**config.mk**
```make
export PLATFORM = sky130hd
export DESIGN_NAME = fsp_ctrl
export DESIGN_NICKNAME = d
export VERILOG_FILES = /design/src/core/fsp_pkg.sv /design/src/core/fsp_ctrl.sv /design/src/core/fsp_grp.sv
export SDC_FILE = /design/constraint.sdc
export NUM_CORES = 1
export LEC_CHECK = 0
export BUFFER_PORTS_ARGS = -buffer_cell sky130_fd_sc_hd__clkbuf_2
export CELL_PAD_IN_SITES_DETAIL_PLACEMENT = 0
export CELL_PAD_IN_SITES_GLOBAL_PLACEMENT = 1
export CORE_MARGIN = 10
export CORE_UTILIZATION = 25
export CTS_BUF_LIST = sky130_fd_sc_hd__clkbuf_4
export DETAILED_ROUTE_END_ITERATION = 8
export PLACE_DENSITY_LB_ADDON = 0.1
export SLEW_MARGIN = 0
export SYNTH_ARGS = -nofsm -noshare
export SYNTH_HDL_FRONTEND = slang
export SYNTH_SLANG_ARGS = --single-unit
```
**constraint.sdc**
```tcl
create_clock -name clk -period 5.2 [get_ports clk]
set_clock_uncertainty 0.15 [all_clocks]
set_input_delay 0.26 -clock clk [delete_from_list [all_inputs] [get_ports clk]]
set_output_delay 0.26 -clock clk [all_outputs]
set_load 0.02 [all_outputs]
```
**src/core/fsp_pkg.sv**
```systemverilog
package fsp_pkg;
   // widths of the flash bus and of the register bus
   localparam int ADDR_W    = 21;
   localparam int DATA_W    = 16;
   localparam int GRP_W     = 5;
   localparam int NGRP      = 25;
   localparam int WB_ADR_W  = 8;
   localparam int SYNC_CYC  = 2;

   // register byte offsets
   localparam logic [7:0] REG_CTRL   = 8'h00;
   localparam logic [7:0] REG_ADDR   = 8'h04;
   localparam logic [7:0] REG_WDATA  = 8'h08;
   localparam logic [7:0] REG_RDATA  = 8'h0c;
   localparam logic [7:0] REG_STATUS = 8'h10;
   localparam logic [7:0] REG_CONFIG = 8'h14;
   localparam logic [7:0] REG_SHADOW = 8'h18;

   // control field positions
   localparam int CTRL_OP_LSB = 0;
   localparam int CTRL_CAP    = 3;

   // status field positions
   localparam int ST_BUSY    = 0;
   localparam int ST_SECURED = 1;
   localparam int ST_HV      = 2;
   localparam int ST_LOCKIND = 3;
   localparam int ST_REFUSED = 4;
   localparam int ST_WPBLOCK = 5;
   localparam int ST_OUTER   = 6;
   localparam int ST_GRP_LSB = 8;

   // config field positions and reset values
   localparam int CFG_WP  = 0;
   localparam int CFG_TOP = 1;
   localparam logic RST_WP  = 1'b1;
   localparam logic RST_TOP = 1'b0;

   // bit of the identification word that shows the region lock
   localparam int LOCK_BIT = 7;

   typedef enum logic [2:0] {
      FSP_OP_READ      = 3'h0,
      FSP_OP_WRITE     = 3'h1,
      FSP_OP_WR_ENTER  = 3'h2,
      FSP_OP_WR_EXIT   = 3'h3,
      FSP_OP_HWRESET   = 3'h4,
      FSP_OP_HV_TEMP   = 3'h5,
      FSP_OP_HV_UNPROT = 3'h6,
      FSP_OP_HV_OFF    = 3'h7
   } fsp_op_type;

   // gray order along idle, setup, strobe, hold; reset pulse off the path
   typedef enum logic [2:0] {
      FSP_IDLE   = 3'h0,
      FSP_SETUP  = 3'h1,
      FSP_STROBE = 3'h3,
      FSP_HOLD   = 3'h2,
      FSP_RSTP   = 3'h6
   } fsp_state_type;
endpackage : fsp_pkg

```
**src/core/fsp_ctrl.sv**
```systemverilog
// Operation
// - high voltage on reset only, else bus timing
// - protect all sectors before first unprotect
// - write-protect pin always driven, never floating
// - enter sequence maps first sector to region
// - exit secured region before other array access
// - identification via command writes, no high voltage
//
// Added by the designer: the address map and the Wishbone register port.
`timescale 1ns/100ps
`default_nettype none
module fsp_ctrl #(
   parameter int ACC_CYC = 4,     // strobe width in clk cycles
   parameter int RST_CYC = 10     // hardware reset pulse in clk cycles
) (
   input  wire logic                        clk,        // 20 MHz clock
   input  wire logic                        rstn,       // sync reset, low
   input  wire logic                        ce,         // clock enable
   input  wire logic                        wb_cyc_i,   // wishbone cycle
   input  wire logic                        wb_stb_i,   // wishbone strobe
   input  wire logic                        wb_we_i,    // wishbone write
   input  wire logic [fsp_pkg::WB_ADR_W-1:0] wb_adr_i,  // byte address
   input  wire logic [3:0]                  wb_sel_i,   // byte enables
   input  wire logic [31:0]                 wb_dat_i,   // write data
   output logic [31:0]                      wb_dat_o,   // read data
   output logic                             wb_ack_o,   // acknowledge
   output logic [fsp_pkg::ADDR_W-1:0]       flash_addr, // address pins
   output logic [fsp_pkg::DATA_W-1:0]       flash_dq_o, // data out
   input  wire logic [fsp_pkg::DATA_W-1:0]  flash_dq_i, // data in
   output logic                             flash_dq_oe,// data drive enable
   output logic                             flash_ce_n, // chip enable
   output logic                             flash_oe_n, // output enable
   output logic                             flash_we_n, // write enable
   output logic                             flash_reset_n, // reset pin low
   output logic                             flash_reset_hv,// high_voltage_level
   output logic                             write_protect_accel_pin // wp
);
   import fsp_pkg::*;

   if (ACC_CYC < 1 || ACC_CYC > 200 || RST_CYC < 1 || RST_CYC > 200)
   begin : g_bad_param
      $error("fsp_ctrl: cycle counts must be within 1..200");
   end

   localparam logic [7:0] ACC_LAST = 8'(ACC_CYC - 1);
   localparam logic [7:0] RD_LAST  = 8'(ACC_CYC + SYNC_CYC - 1);
   localparam logic [7:0] RST_LAST = 8'(RST_CYC - 1);
   localparam logic [NGRP-1:0] ALL_PROT = '1;

   fsp_state_type         state_q;
   fsp_op_type            op_q;
   logic [7:0]            cnt_q;
   logic [ADDR_W-1:0]     addr_q;
   logic [DATA_W-1:0]     wdata_q;
   logic [DATA_W-1:0]     rdata_q;
   logic [DATA_W-1:0]     dq_s1_q;
   logic [DATA_W-1:0]     dq_s2_q;
   logic [NGRP-1:0]       shadow_q;
   logic                  cap_q;
   logic                  wp_q;
   logic                  top_q;
   logic                  sec_q;
   logic                  lock_q;
   logic                  refused_q;
   logic                  hv_q;
   logic [GRP_W-1:0]      grp;
   logic                  outer;
   logic                  first_sect;
   logic                  wb_req;
   logic                  wr_ctrl;
   logic                  start;
   logic                  bad_cmd;
   logic                  is_wr;
   fsp_op_type            new_op;

   fsp_grp u_grp (
      .addr_hi    (addr_q[20:12]),
      .boot_top   (top_q),
      .group      (grp),
      .outermost  (outer),
      .first_sect (first_sect)
   );

   // bus decode; writes need all four byte lanes to keep fields whole
   assign wb_req  = wb_cyc_i && wb_stb_i && !wb_ack_o;
   assign wr_ctrl = wb_req && wb_we_i && (wb_sel_i == 4'hf)
                    && (wb_adr_i == REG_CTRL);
   assign new_op  = fsp_op_type'(wb_dat_i[CTRL_OP_LSB +: 3]);
   assign start   = wr_ctrl && (state_q == FSP_IDLE);
   assign is_wr   = (new_op == FSP_OP_WRITE) || (new_op == FSP_OP_WR_ENTER)
                    || (new_op == FSP_OP_WR_EXIT);

   // commands refused before any pin moves
   always_comb begin
      bad_cmd = 1'b0;
      // unprotect high voltage only once every group is protected
      if (new_op == FSP_OP_HV_UNPROT && shadow_q != ALL_PROT) begin
         bad_cmd = 1'b1;
      end
      // a locked region cannot be modified, so do not try
      if (is_wr && sec_q && lock_q && first_sect) begin
         bad_cmd = 1'b1;
      end
      // in secured mapping only first-sector addresses are legal
      if ((is_wr || new_op == FSP_OP_READ) && sec_q && !first_sect) begin
         bad_cmd = 1'b1;
      end
   end

   // wishbone slave: one wait state, unmapped reads give zero
   always_ff @(posedge clk) begin
      if (!rstn) begin
         wb_ack_o <= 1'b0;
         wb_dat_o <= 32'h0000_0000;
      end else if (ce) begin
         wb_ack_o <= wb_req;
         wb_dat_o <= 32'h0000_0000;
         if (wb_req && !wb_we_i) begin
            case (wb_adr_i)
               REG_CTRL:   wb_dat_o <= {28'h0, cap_q, op_q};
               REG_ADDR:   wb_dat_o <= {11'h0, addr_q};
               REG_WDATA:  wb_dat_o <= {16'h0, wdata_q};
               REG_RDATA:  wb_dat_o <= {16'h0, rdata_q};
               REG_STATUS: wb_dat_o <= {19'h0, grp, 1'b0,
                                        outer, outer && !wp_q, refused_q,
                                        lock_q, hv_q, sec_q,
                                        state_q != FSP_IDLE};
               REG_CONFIG: wb_dat_o <= {30'h0, top_q, wp_q};
               REG_SHADOW: wb_dat_o <= {7'h0, shadow_q};
               default:    wb_dat_o <= 32'h0000_0000;
            endcase
         end
      end
   end

   // software-owned fields; address and data frozen while busy
   always_ff @(posedge clk) begin
      if (!rstn) begin
         addr_q   <= '0;
         wdata_q  <= '0;
         wp_q     <= RST_WP;
         top_q    <= RST_TOP;
         shadow_q <= '0;                         // ships unprotected
      end else if (ce && wb_req && wb_we_i && wb_sel_i == 4'hf) begin
         if (wb_adr_i == REG_ADDR && state_q == FSP_IDLE) begin
            addr_q <= wb_dat_i[ADDR_W-1:0];
         end
         if (wb_adr_i == REG_WDATA && state_q == FSP_IDLE) begin
            wdata_q <= wb_dat_i[DATA_W-1:0];
         end
         if (wb_adr_i == REG_CONFIG) begin
            wp_q  <= wb_dat_i[CFG_WP];
            top_q <= wb_dat_i[CFG_TOP];
         end
         if (wb_adr_i == REG_SHADOW) begin
            shadow_q <= wb_dat_i[NGRP-1:0];
         end
      end
   end

   // two-flop synchroniser on the data pins; only s2 is read
   always_ff @(posedge clk) begin
      if (!rstn) begin
         dq_s1_q <= '0;
         dq_s2_q <= '0;
      end else if (ce) begin
         dq_s1_q <= flash_dq_i;
         dq_s2_q <= dq_s1_q;
      end
   end

   // bus cycle sequencer
   always_ff @(posedge clk) begin
      if (!rstn) begin
         state_q   <= FSP_IDLE;
         op_q      <= FSP_OP_READ;
         cap_q     <= 1'b0;
         cnt_q     <= 8'h00;
         refused_q <= 1'b0;
      end else if (ce) begin
         case (state_q)
            FSP_IDLE: begin
               cnt_q <= 8'h00;
               if (start) begin
                  op_q      <= new_op;
                  cap_q     <= wb_dat_i[CTRL_CAP];
                  refused_q <= bad_cmd;
                  if (!bad_cmd && new_op == FSP_OP_HWRESET) begin
                     state_q <= FSP_RSTP;
                  end else if (!bad_cmd && new_op <= FSP_OP_WR_EXIT) begin
                     state_q <= FSP_SETUP;
                  end
               end
            end
            FSP_SETUP: state_q <= FSP_STROBE;
            FSP_STROBE: begin
               cnt_q <= 8'(cnt_q + 8'h01);
               // reads keep oe low two extra cycles for the synchroniser
               if ((op_q == FSP_OP_READ && cnt_q == RD_LAST)
                   || (op_q != FSP_OP_READ && cnt_q == ACC_LAST)) begin
                  state_q <= FSP_HOLD;
               end
            end
            FSP_HOLD: state_q <= FSP_IDLE;
            FSP_RSTP: begin
               cnt_q <= 8'(cnt_q + 8'h01);
               if (cnt_q == RST_LAST) begin
                  state_q <= FSP_IDLE;
               end
            end
            default: state_q <= FSP_IDLE;
         endcase
      end
   end

   // flash pins: plain bus write and read timing, never high voltage here
   always_ff @(posedge clk) begin
      if (!rstn) begin
         flash_addr  <= '0;
         flash_dq_o  <= '0;
         flash_dq_oe <= 1'b0;
         flash_ce_n  <= 1'b1;
         flash_oe_n  <= 1'b1;
         flash_we_n  <= 1'b1;
      end else if (ce) begin
         flash_addr <= addr_q;
         flash_dq_o <= wdata_q;
         flash_ce_n <= !(state_q == FSP_SETUP || state_q == FSP_STROBE);
         // identification and command writes use this path
         flash_we_n  <= !(state_q == FSP_SETUP && op_q != FSP_OP_READ)
                        && !(state_q == FSP_STROBE && op_q != FSP_OP_READ
                             && cnt_q != ACC_LAST);
         flash_oe_n  <= !(state_q == FSP_SETUP && op_q == FSP_OP_READ)
                        && !(state_q == FSP_STROBE && op_q == FSP_OP_READ
                             && cnt_q != RD_LAST);
         flash_dq_oe <= (state_q == FSP_SETUP || state_q == FSP_STROBE)
                        && op_q != FSP_OP_READ;
      end
   end

   // read capture; group status words come back here
   always_ff @(posedge clk) begin
      if (!rstn) begin
         rdata_q <= '0;
         lock_q  <= 1'b0;
      end else if (ce && state_q == FSP_STROBE && op_q == FSP_OP_READ
                   && cnt_q == RD_LAST) begin
         rdata_q <= dq_s2_q;
         if (cap_q) begin
            lock_q <= dq_s2_q[LOCK_BIT];
         end
      end
   end

   // secured mapping mirror: set by enter, cleared by exit or reset
   always_ff @(posedge clk) begin
      if (!rstn) begin
         sec_q <= 1'b0;
      end else if (ce) begin
         if (state_q == FSP_HOLD && op_q == FSP_OP_WR_ENTER) begin
            sec_q <= 1'b1;
         end else if (state_q == FSP_HOLD && op_q == FSP_OP_WR_EXIT) begin
            sec_q <= 1'b0;
         end else if (state_q == FSP_RSTP) begin
            sec_q <= 1'b0;
         end
      end
   end

   // reset pin: low pulse, or high voltage for temporary or permanent unprotect
   always_ff @(posedge clk) begin
      if (!rstn) begin
         flash_reset_n  <= 1'b1;
         flash_reset_hv <= 1'b0;
         hv_q           <= 1'b0;
      end else if (ce) begin
         flash_reset_n <= (state_q != FSP_RSTP);
         if (start && !bad_cmd) begin
            if (new_op == FSP_OP_HV_TEMP || new_op == FSP_OP_HV_UNPROT) begin
               hv_q <= 1'b1;
            end else if (new_op == FSP_OP_HV_OFF
                         || new_op == FSP_OP_HWRESET) begin
               hv_q <= 1'b0;
            end
         end
         flash_reset_hv <= hv_q && (state_q != FSP_RSTP);
      end
   end

   // wp always driven from a flop; low locks the outer boots
   always_ff @(posedge clk) begin
      if (!rstn) begin
         write_protect_accel_pin <= RST_WP;
      end else if (ce) begin
         write_protect_accel_pin <= wp_q;
      end
   end

   hv_only_reset_a: assert property (@(posedge clk) disable iff (!rstn)
      flash_reset_hv |-> flash_reset_n)
      else $error("high voltage while reset pin pulled low");

   we_ordinary_a: assert property (@(posedge clk) disable iff (!rstn)
      !flash_we_n |-> !flash_ce_n && flash_oe_n && flash_dq_oe)
      else $error("write strobe outside an ordinary bus cycle");

   unprot_guard_a: assert property (@(posedge clk) disable iff (!rstn)
      ce && start && new_op == FSP_OP_HV_UNPROT && shadow_q != ALL_PROT
      && !hv_q |=> !hv_q ##1 !flash_reset_hv)
      else $error("unprotect voltage before all groups protected");

   sec_enter_a: assert property (@(posedge clk) disable iff (!rstn)
      $rose(sec_q) |-> $past(op_q) == FSP_OP_WR_ENTER
      && $past(state_q) == FSP_HOLD)
      else $error("secured mapping without enter write");

   sec_reset_a: assert property (@(posedge clk) disable iff (!rstn)
      ce && state_q == FSP_RSTP |=> !sec_q)
      else $error("secured mapping survived hardware reset");

   sec_hold_a: assert property (@(posedge clk) disable iff (!rstn)
      $fell(sec_q) |-> $past(state_q) == FSP_RSTP
      || $past(op_q) == FSP_OP_WR_EXIT)
      else $error("secured mapping left without exit or reset");

   lock_refuse_a: assert property (@(posedge clk) disable iff (!rstn)
      ce && start && is_wr && sec_q && lock_q && first_sect
      |=> refused_q && state_q == FSP_IDLE ##1 flash_we_n)
      else $error("write issued to locked secured region");

   outer_wp_a: assert property (@(posedge clk) disable iff (!rstn)
      ce |=> write_protect_accel_pin == $past(wp_q))
      else $error("write-protect pin not following its setting");

   ack_pulse_a: assert property (@(posedge clk) disable iff (!rstn)
      ce && wb_ack_o |=> !wb_ack_o)
      else $error("wishbone ack held longer than one cycle");

   read_len_a: assert property (@(posedge clk) disable iff (!rstn)
      ce && state_q == FSP_SETUP && op_q == FSP_OP_READ |=> !flash_oe_n)
      else $error("read strobe missing after setup");
endmodule : fsp_ctrl
`default_nettype wire

```
**src/core/fsp_grp.sv**
```systemverilog
`timescale 1ns/100ps
`default_nettype none
module fsp_grp (
   input  wire logic [8:0]            addr_hi,     // address bits 20..12
   input  wire logic                  boot_top,    // 1 = top-boot map
   output logic [fsp_pkg::GRP_W-1:0]  group,       // protection_group_index
   output logic                       outermost,   // one of two outer boots
   output logic                       first_sect   // first_sector range
);
   import fsp_pkg::*;

   // one group per block, except one group per boot sector and two halves for the block at the far end
   always_comb begin
      group = 5'h00;
      if (boot_top) begin
         if (addr_hi[8:3] == 6'h3f) begin
            group = 5'(5'h11 + {2'h0, addr_hi[2:0]});
         end else if (addr_hi[8:5] == 4'hf) begin
            group = 5'h10;
         end else if (addr_hi[8:5] != 4'h0) begin
            group = 5'({1'b0, addr_hi[8:5]} + 5'h01);
         end else begin
            group = {4'h0, addr_hi[4]};
         end
      end else begin
         if (addr_hi[8:3] == 6'h00) begin
            group = 5'(5'h18 - {2'h0, addr_hi[2:0]});
         end else if (addr_hi[8:5] == 4'h0) begin
            group = 5'h10;                           // 0000xxxxx, not 000000xxx
         end else if (addr_hi[8:5] == 4'hf) begin
            group = {4'h0, ~addr_hi[4]};
         end else begin
            group = 5'(5'h10 - {1'b0, addr_hi[8:5]});
         end
      end
   end

   // the two lowest sectors bottom-boot, two highest top-boot
   assign outermost  = boot_top ? (addr_hi[8:1] == 8'hff)
                                : (addr_hi[8:1] == 8'h00);
   assign first_sect = (addr_hi[8:3] == 6'h00);
endmodule : fsp_grp
`default_nettype wire

```
==> results of run 1 <==
==> cells by family after synthesis <==
family,Yosys count
compound gates,221
mux,83
simple gates,403
fa+ha+maj,6
buf+inv,95
xor+xnor,6
flops,201
other cells,1
==> where the power goes <==
part           switching [uW]  internal, uW  leakage (uW)
combinational             106          71.0       0.00224
clock                     688           719      0.000401
sequential               7.10          1550       0.00162
==> layout by cell type (no fill, tap or decap), types with 18 or more instances in the layout <==
master / n
dfxtp_1: 201
nand2_1: 190
clkbuf_2: 127
a21oi_1: 108
nor2_1: 100
clkbuf_4: 83
mux2i_1: 76
dlygate4sd3_1: 47
o21ai_0: 23
nand3_1: 19
a22oi_1: 18
==> critical path: stages (launching register included) <==
cell     delay [ns]
dfxtp_1        0.45
inv_1          0.13
ha_1           0.28
nor4b_2        0.59
nand2_1        0.17
o41ai_1        0.58
a221o_1        0.27
a22o_1         0.12
==> per-layer routing <==
layer	GRT usage	vias to the layer above
li1	-	3940
met1	0.2033	3744
met2	0.2333	186
met3	0.03558	48
met4	0.04014	0
met5	0	-
==> flip-flops by register name, summed over array words and instances, names as in the netlist, 8 cells and up <==
signal      count
shadow_q       25
dq_s2_q        16
addr_q         21
cnt_q           8
flash_addr     21
rdata_q        16
dq_s1_q        16
flash_dq_o     16
wdata_q        16
wb_dat_o       25
==> repair_timing <==
item / 4_1_cts / 5_1_grt
hold endpoints to repair: 105 / 0
endpoints found under the setup margin: 0 / 0
hold buffers: 47 / 0
==> final cells by class <==
class,count,area share
clock inverters,7,0.003360
diodes,1,0.0002317
multi-input cells,726,0.3959
clock buffers,83,0.05770
well taps,455,0.05272
repair buffers,187,0.1115
flip-flops and latches,201,0.3726
inverters,16,0.006025
==> final timing paths <==
check	start	end	slack (ns)	depth (start not counted)
worst max-delay path	addr_q[17]	wb_dat_o[6]	2.42	7
worst min-delay path	wb_adr_i[6]	top_q	0.08	6
worst max register to register	addr_q[17]	wb_dat_o[6]	2.42	7
worst min register to register	rdata_q[15]	rdata_q[15]	0.30	2
==> stage by stage <==
step	total power [uW]	instance area [um^2]	cells	setup slack, ns	util
2_1_floorplan	1682	8732	1022	3.244	-
3_3_place_gp	1745	9667	1538	2.384	0.2805
3_5_place_dp	1745	9667	1538	2.385	0.2805
4_1_cts	3216	10800	1675	2.404	0.3133
5_1_grt	3305	10800	1676	2.210	0.3134
6_report	3144	10800	1676	2.421	0.3134
==> flow_summary.json, run 1 <==
{
  "synth_edf_count": 0,
  "yosysTopAreaCell": "dfxtp_1",
  "pin_count": 143,
  "synth_mux_area_frac": 0.09639,
  "grt_first_pass_wirelength_mm": 49.33,
  "synth_top_family_by_area": "simple AND/OR/NAND/NOR gates",
  "hold_ws_ns": 0.07931,
  "syn-instance-count": 1016,
  "grt_overflow": 0,
  "cts_tree": "built",
  "required_ns": 5.71,
  "clk_path_buf_depth": 3,
  "synth_top_area_share": 0.4620,
  "critPathLaunchType": "flop",
  "status": "finished clean",
  "cts_num_sinks": 201,
  "wl_met3_mm": 1.760,
  "num_vias": 7918,
  "synthXorXnorAreaFrac": 0.006034,
  "cp_max_fo": 12,
  "synthAdderAreaFrac": 0.008619,
  "timing.setup.tns_ns": 0,
  "slew_viol_final": 0,
  "finalSetupViolations": 0,
  "drive_above_1_share": 0.2049,
  "ys_ff_latch": 201,
  "seq_area_um2": 4024,
  "synth_area_per_cell_um2": 8.572,
  "routed.top_layer": "met4",
  "yosys_warnings": 0,
  "grtUsageTotal": 0.1499,
  "fp-row-count": 68,
  "seq_area_frac_synth": 0.4620,
  "firstDrtPassIters": 5,
  "cts_buffers": 59,
  "cts_root_buf": "clkbuf_4",
  "crit_path_end_kind": "flop",
  "path_class": "flop to flop",
  "fill_cells": 3751,
  "synthesis.area_um2": 8710,
  "period_needed_ns": 2.779,
  "wl_met2_mm": 14.47,
  "wl_met1_mm": 15.54,
  "place.gp.congestion": 0.7545,
  "initialDrtViolationCount": 452,
  "multiInputGateArea_um2": 4275,
  "tightest_slew_ns": 1.000,
  "timing.fmax_mhz": 359.9,
  "fp.coreArea_um2": 34460,
  "routedWlPerCell_um": 19.25,
  "synth_simple_gate_area_frac": 0.2153,
  "grt_setup_unrepaired": "no",
  "synthTopCellsByCount": "dfxtp_1 (201), nand2_1 (190), a21oi_1 (108)",
  "die_y_um": 206.7,
  "antenna_found_initial": 1,
  "grt_max_degree": 77,
  "ys_types": 64,
  "cts_resized": 0,
  "wl_mm": 32.27,
  "post_cts_buffers": 0,
  "h-tree-depth": 2,
  "ir_worst_vdd_mv": 0.1699,
  "maxCapViolCount": 0,
  "io_buffers": 128,
  "worstPathArrival_ns": 3.29,
  "initial_core_util": 0.2528,
  "ant_nets": 0,
  "synth-compound-area-share": 0.1615,
  "ys_top_cells_by_area": "dfxtp_1 (46%), mux2i_1 (8.7%), nand2_1 (8.2%)",
  "final_nets": 1263,
  "drc": 0,
  "hold_viol": 0,
  "die-area_um2": 42700,
  "synth.most_common_cell": "dfxtp_1",
  "p_leak_uw": 0.004260,
  "timing.slew.headroom": 0.3316,
  "holdCritPathClass": "input pin to flop",
  "power.density_nw_per_um2": 291.1,
  "async_reset_ff_frac": 0,
  "grt_pass1_vias": 7965,
  "period_share": 0.5343,
  "clk_pin_slew_ns": 0.06,
  "insertion_delay_ns": 0.74,
  "viasPerCell": 4.724,
  "synth_ff_type": "dfxtp_1",
  "die_w_um": 206.7,
  "syn2layout_area_growth_pct": 23.99,
  "place_hpwl_mm": 22.76
}
Note: power is estimated with default switching activity, not from simulation.
==> run 2, diff against run 1 <==
clock period = 2.3 ns   (was 5.2 ns; I/O delays follow)
==> flow_summary.json, run 2 (synthesized netlist as in run 1, its figures left out) <==
{
  "status": "finished clean",
  "post_cts_buffers": 0,
  "die-area_um2": 42700,
  "wl_met1_mm": 15.68,
  "place_hpwl_mm": 23.40,
  "grt_max_degree": 62,
  "tightest_slew_ns": 0.5869,
  "ir_worst_vdd_mv": 0.3946,
  "viasPerCell": 4.630,
  "drc": 0,
  "routedWlPerCell_um": 18.39,
  "path_class": "input pin to flop",
  "stdcell_count": 1788,
  "die_y_um": 206.7,
  "finalSetupViolations": 0,
  "dp_cells": 1583,
  "layout_commonest_cell": "dfxtp_1",
  "num_vias": 8278,
  "final_nets": 1364,
  "grtUsageTotal": 0.1532,
  "reg2reg_depth": 9,
  "cts_buffers": 57,
  "insertion_delay_ns": 0.72,
  "pin_count": 143,
  "reg_top3": "shadow_q: 25 flops, wb_dat_o: 25 flops",
  "holdCritPathClass": "input pin to flop",
  "hold_viol": 0,
  "timing.fmax_mhz": 445.3,
  "pre_cts_ws_ns": 0.1687,
  "setup_ws_ns": 0.05407,
  "grt_pass1_vias": 8429,
  "place.gp.congestion": 0.8034,
  "holdPathStages": 5,
  "final_cell_mix": "dfxtp_1 (201), nand2_1 (190), clkbuf_2 (127)",
  "slew_viol_final": 0,
  "wl_met2_mm": 14.93,
  "syn2layout_area_growth_pct": 36.72,
  "wl_mm": 32.89,
  "drive_above_1_share": 0.2282,
  "required_ns": 2.75,
  "clk_path_buf_depth": 3,
  "timing.setup.tns_ns": 0,
  "maxCapViolCount": 0,
  "grt_first_pass_wirelength_mm": 50.88,
  "antenna_found_initial": 2,
  "crit_path_end_kind": "flop",
  "fp-row-count": 68,
  "h-tree-depth": 2,
  "period_share": 0.9765,
  "fp.coreArea_um2": 34460,
  "wl_met3_mm": 1.691,
  "critPathLaunchType": "input pin",
  "routed.top_layer": "met5",
  "worstPathArrival_ns": 2.69,
  "cp_max_fo": 7,
  "cts_root_buf": "clkbuf_4",
  "grt_setup_unrepaired": "no",
  "clk_pin_slew_ns": 0.06,
  "initialDrtViolationCount": 406,
  "p_leak_uw": 0.004809,
  "timing.slew.headroom": 0.6087,
  "cts_tree": "built",
  "die_w_um": 206.7,
  "power.density_nw_per_um2": 626.5,
  "io_buffers": 128,
  "cts_num_sinks": 201,
  "period_needed_ns": 2.246,
  "grt_overflow": 0,
  "ant_nets": 0,
  "firstDrtPassIters": 5,
  "initial_core_util": 0.2528
}
## run 2: cell types whose count changed in the layout (fill, tap and decap cells not counted), sizes merged
cell         change
bufinv           +1
clkbuf           +5
buf             +45
inv              -2
dlygate4sd3     +58
clkinv           +5
## run 2: worst paths after layout
path | startpoint | to | slack [ns]
hold / removal | wb_sel_i[1] | wp_q | 0.05
setup / recovery | wb_adr_i[7] | wb_dat_o[5] | 0.05
hold reg to reg | dq_s2_q[1] | rdata_q[1] | 0.30
setup reg to reg | addr_q[18] | wb_dat_o[6] | 0.21
## run 2: repair_timing
action | in CTS | in global routing
gates resized for setup | 0 | 8
setup endpoints to repair | 0 | 47
hold buffers | 106 | 0
endpoints found under the hold margin | 192 | 0
## run 2: area by class of cell
class                           count  area [um^2]
Tap cell                          455        569.3
Inverter                           16        65.06
Fill cell                        3730        22550
Multi-Input combinational cell    726         4293
Sequential cell                   201         4024
Timing Repair Buffer              290         2213
Clock inverter                     11        80.08
Clock buffer                       88        660.6
Antenna cell                        1        2.502
## run 2: critical path, stage by stage
cell           delay, ns
dlygate4sd3_1       0.53
clkbuf_2            0.14
nor4_2              0.05
dlygate4sd3_1       0.55
buf_4               0.17
and2_4              0.20
buf_4               0.17
a221o_1             0.37
a31o_1              0.20
a22o_1              0.19
## run 2: power by group
part / total, uW / leakage (uW) / switching [uW] / internal [uW]
Combinational: 513 / 0.00274 / 262 / 251
Clock: 3420 / 0.000442 / 1580 / 1840
Sequential: 3530 / 0.00162 / 16.3 / 3510
## run 2: per-layer routing
metal  up-vias  global-route usage
met5         -                   0
met2       184              0.2421
met4         2             0.04196
met1      3902              0.2063
li1       4137                   -
met3        53             0.03340
## run 2: metrics by stage
| stage | area (um^2) | hold WS (ns) | util | total power [uW] |
|---|---|---|---|---|
| 3_5_place_dp | 10090 | 0.2019 | 0.2929 | 3971 |
| 3_3_place_gp | 10090 | 0.2019 | 0.2929 | 3969 |
| 5_1_grt | 11910 | 0.04032 | 0.3456 | 7844 |
| 2_1_floorplan | 8732 | 0.1055 | - | 3803 |
| 6_report | 11910 | 0.05424 | 0.3456 | 7460 |
| 4_1_cts | 11890 | 0.006623 | 0.3452 | 7624 |
==> run 3, diff against run 2 <==
SYNTH_HIERARCHICAL = 1   (was not set)
==> flow_summary.json, run 3 <==
{
  "grtUsageMet2": 0.2337,
  "clk_pin_slew_ns": 0.06,
  "ir_worst_vdd_mv": 0.3048,
  "pin_count": 143,
  "reg2reg_depth": 10,
  "synth_top_family_by_area": "simple AND/OR/NAND/NOR gates",
  "maxCapViolCount": 0,
  "grt_overflow": 0,
  "io_buffers": 128,
  "initial_core_util": 0.2520,
  "seq_area_frac_synth": 0.4645,
  "synthXorXnorAreaFrac": 0.008089,
  "worstReg2RegStart": "addr_q[17]",
  "antenna_found_initial": 1,
  "grtUsageMet3": 0.03339,
  "ys_top_cells_by_area": "dfxtp_1 (46%), mux2i_1 (15%), nor2_1 (6.1%)",
  "die-area_um2": 42490,
  "yosysTopAreaCell": "dfxtp_1",
  "final_nets": 1313,
  "synthesis.area_um2": 8662,
  "pre_cts_ws_ns": -0.1831,
  "min_to": "shadow_q[21]",
  "synth.most_common_cell": "dfxtp_1",
  "initialDrtViolationCount": 313,
  "power.density_nw_per_um2": 614.3,
  "layout_commonest_cell": "dfxtp_1",
  "synth-compound-area-share": 0.1280,
  "fp-row-count": 68,
  "timing.slew.headroom": 0.6162,
  "period_needed_ns": 2.414,
  "synth_ff_type": "dfxtp_1",
  "cts_tree": "built",
  "synth_mux_area_frac": 0.1622,
  "yosys_warnings": 6,
  "wl_mm": 32.06,
  "drive_above_1_share": 0.2615,
  "required_ns": 2.71,
  "cpPeakStageDelay_ns": 0.49,
  "ys_types": 72,
  "rr_endpoint": "wb_dat_o[9]",
  "final_core_util": 0.3500,
  "async_reset_ff_frac": 0,
  "reg_top3": "shadow_q: 25 flops, wb_dat_o: 25 flops",
  "period_share": 1.049,
  "grt_setup_unrepaired": "yes",
  "grt_pass1_vias": 8286,
  "clk_path_buf_depth": 3,
  "status": "finished, violations left",
  "tightest_slew_ns": 0.5683,
  "place.gp.congestion": 0.7931,
  "synthAdderAreaFrac": 0.008667,
  "syn2layout_area_growth_pct": 38.87,
  "busiest_layer": "met2",
  "violations": "negative setup slack",
  "worstPathArrival_ns": 2.82,
  "holdCritPathClass": "input pin to flop",
  "hold_viol": 0,
  "grt_first_pass_wirelength_mm": 49.05,
  "setup_ws_ns": -0.1136,
  "viasPerCell": 4.548,
  "ys_ff_latch": 201,
  "cpMaxStageDelayCell": "or4b_4",
  "grt_max_degree": 76,
  "seq_area_um2": 4029,
  "h-tree-depth": 2,
  "multiInputGateArea_um2": 4397,
  "cp_max_fo": 4,
  "crit_path_end_kind": "flop",
  "die_y_um": 206.1,
  "synth_edf_count": 0,
  "timing.fmax_mhz": 414.3,
  "critPathLaunchType": "flop",
  "cts_root_buf": "clkbuf_4",
  "slew_viol_final": 0,
  "final_cell_mix": "dfxtp_1 (199), nor2_1 (139), mux2i_1 (131)",
  "die_w_um": 206.1,
  "synthTopCellsByCount": "dfxtp_1 (201), nor2_1 (141), mux2i_1 (131)",
  "insertion_delay_ns": 0.69,
  "grtUsageTotal": 0.1475,
  "path_class": "flop to flop",
  "fill_cells": 3693,
  "synth_area_per_cell_um2": 9.137,
  "cts_num_sinks": 201,
  "drc": 0,
  "synth_top_area_share": 0.4645,
  "place_hpwl_mm": 22.23,
  "finalSetupViolations": 7,
  "use_met1": 0.1983,
  "ant_nets": 0,
  "min-delay-start": "wb_dat_i[21]",
  "holdPathStages": 4,
  "p_leak_uw": 0.004917,
  "num_vias": 7918,
  "r2r_slack_ns": -0.11,
  "syn-instance-count": 948,
  "firstDrtPassIters": 5,
  "fp.coreArea_um2": 34370,
  "cts_buffers": 59,
  "path_cells": "inv_2 -> ha_4 -> or4b_4 -> nor3_4 -> buf_4 -> nor2_2 -> mux2_4 -> mux2i_1 -> o22ai_1 -> a22o_1",
  "synth_simple_gate_area_frac": 0.1849,
  "routedWlPerCell_um": 18.41
}
[run 3: changes by cell type in the layout (fill, tap and decap cells not counted), sizes merged, moves of 8 or more]
cell         previous run  this run
nand2                 190       115
buf                    58        72
o21ai                  23        15
a222oi                 13         5
o22ai                   0        14
mux2i                  76       131
a22o                   11        19
a21oi                 108        63
and2                   11         2
nor2                  103       142
dlygate4sd3           105        93
[run 3: worst max path at each step]
stage | slack [ns] | cells after the start | startpoint | endpoint
2_1_floorplan | 0.04 | 10 | addr_q[17] | wb_dat_o[11]
3_3_place_gp | -0.18 | 10 | addr_q[17] | wb_dat_o[11]
3_5_place_dp | -0.18 | 10 | addr_q[17] | wb_dat_o[11]
4_1_cts | -0.09 | 10 | addr_q[17] | wb_dat_o[11]
5_1_grt | -0.16 | 10 | addr_q[17] | state_q[1]
6_report | -0.11 | 10 | addr_q[17] | wb_dat_o[9]
[run 3: layout make-up]
type                       count  area share
multi-input combinational    671      0.3655
clock buffer                  88     0.05492
antenna                        1   0.0002080
sequential                   201      0.3349
inverter                      14    0.004577
tap                          455     0.04733
timing repair buffer         294      0.1866
clock inverter                17    0.005929
[run 3: critical path: cells and delay by family, from the launching register on]
| kind | cells | cell delay (ns) |
|---|---|---|
| flops | 1 | 0.35 |
| fa+ha+maj | 1 | 0.13 |
| mux | 2 | 0.45 |
| compound gates | 2 | 0.30 |
| simple gates | 3 | 0.70 |
| buf+inv | 2 | 0.21 |
[run 3: cell families (layout without fill, tap and decap cells)]
kind of cell | Yosys count | in the layout
buffers and inverters | 82 | 413
adders and majority gates | 6 | 6
other | 1 | 8
xor gates and xnor gates | 8 | 8
and+or+nand+nor | 345 | 345
muxes | 138 | 138
DFF | 201 | 201
AOI/OAI and AO/OA | 167 | 167
[run 3: power by group]
part	leakage (uW)	switching (uW)	internal [uW]
clock	0.000431	1610	1740
sequential	0.00162	16.6	3510
combinational	0.00286	275	243
[run 3: what timing repair did]
item	CTS	global route
pin swaps	2	11
hold buffers	93	0
endpoints found under the setup margin	6	44
hold endpoints to repair	201	0
gates cloned	0	1
setup buffers	1	3
resized for setup	13	20
[run 3: metal layers]
| metal | vias up | share of wire |
|---|---|---|
| met5 | - | 0 |
| li1 | 3971 | - |
| met2 | 193 | 0.45 |
| met4 | 0 | 0.013 |
| met3 | 41 | 0.054 |
| met1 | 3713 | 0.48 |
[run 3: through the flow]
step / setup TNS [ns] / total power (uW) / cell area, um^2 / hold slack [ns] / std cells
floorplan: 0 / 3822 / 8685 / 0.1055 / 954
global placement: -0.2325 / 3995 / 10180 / 0.2064 / 1537
detailed placement: -0.2761 / 3993 / 10180 / 0.2046 / 1537
CTS: -0.1379 / 7561 / 11900 / 0.01685 / 1736
global route: -0.8984 / 7806 / 12030 / 0.02549 / 1741
finish: -0.4604 / 7389 / 12030 / 0.06892 / 1741
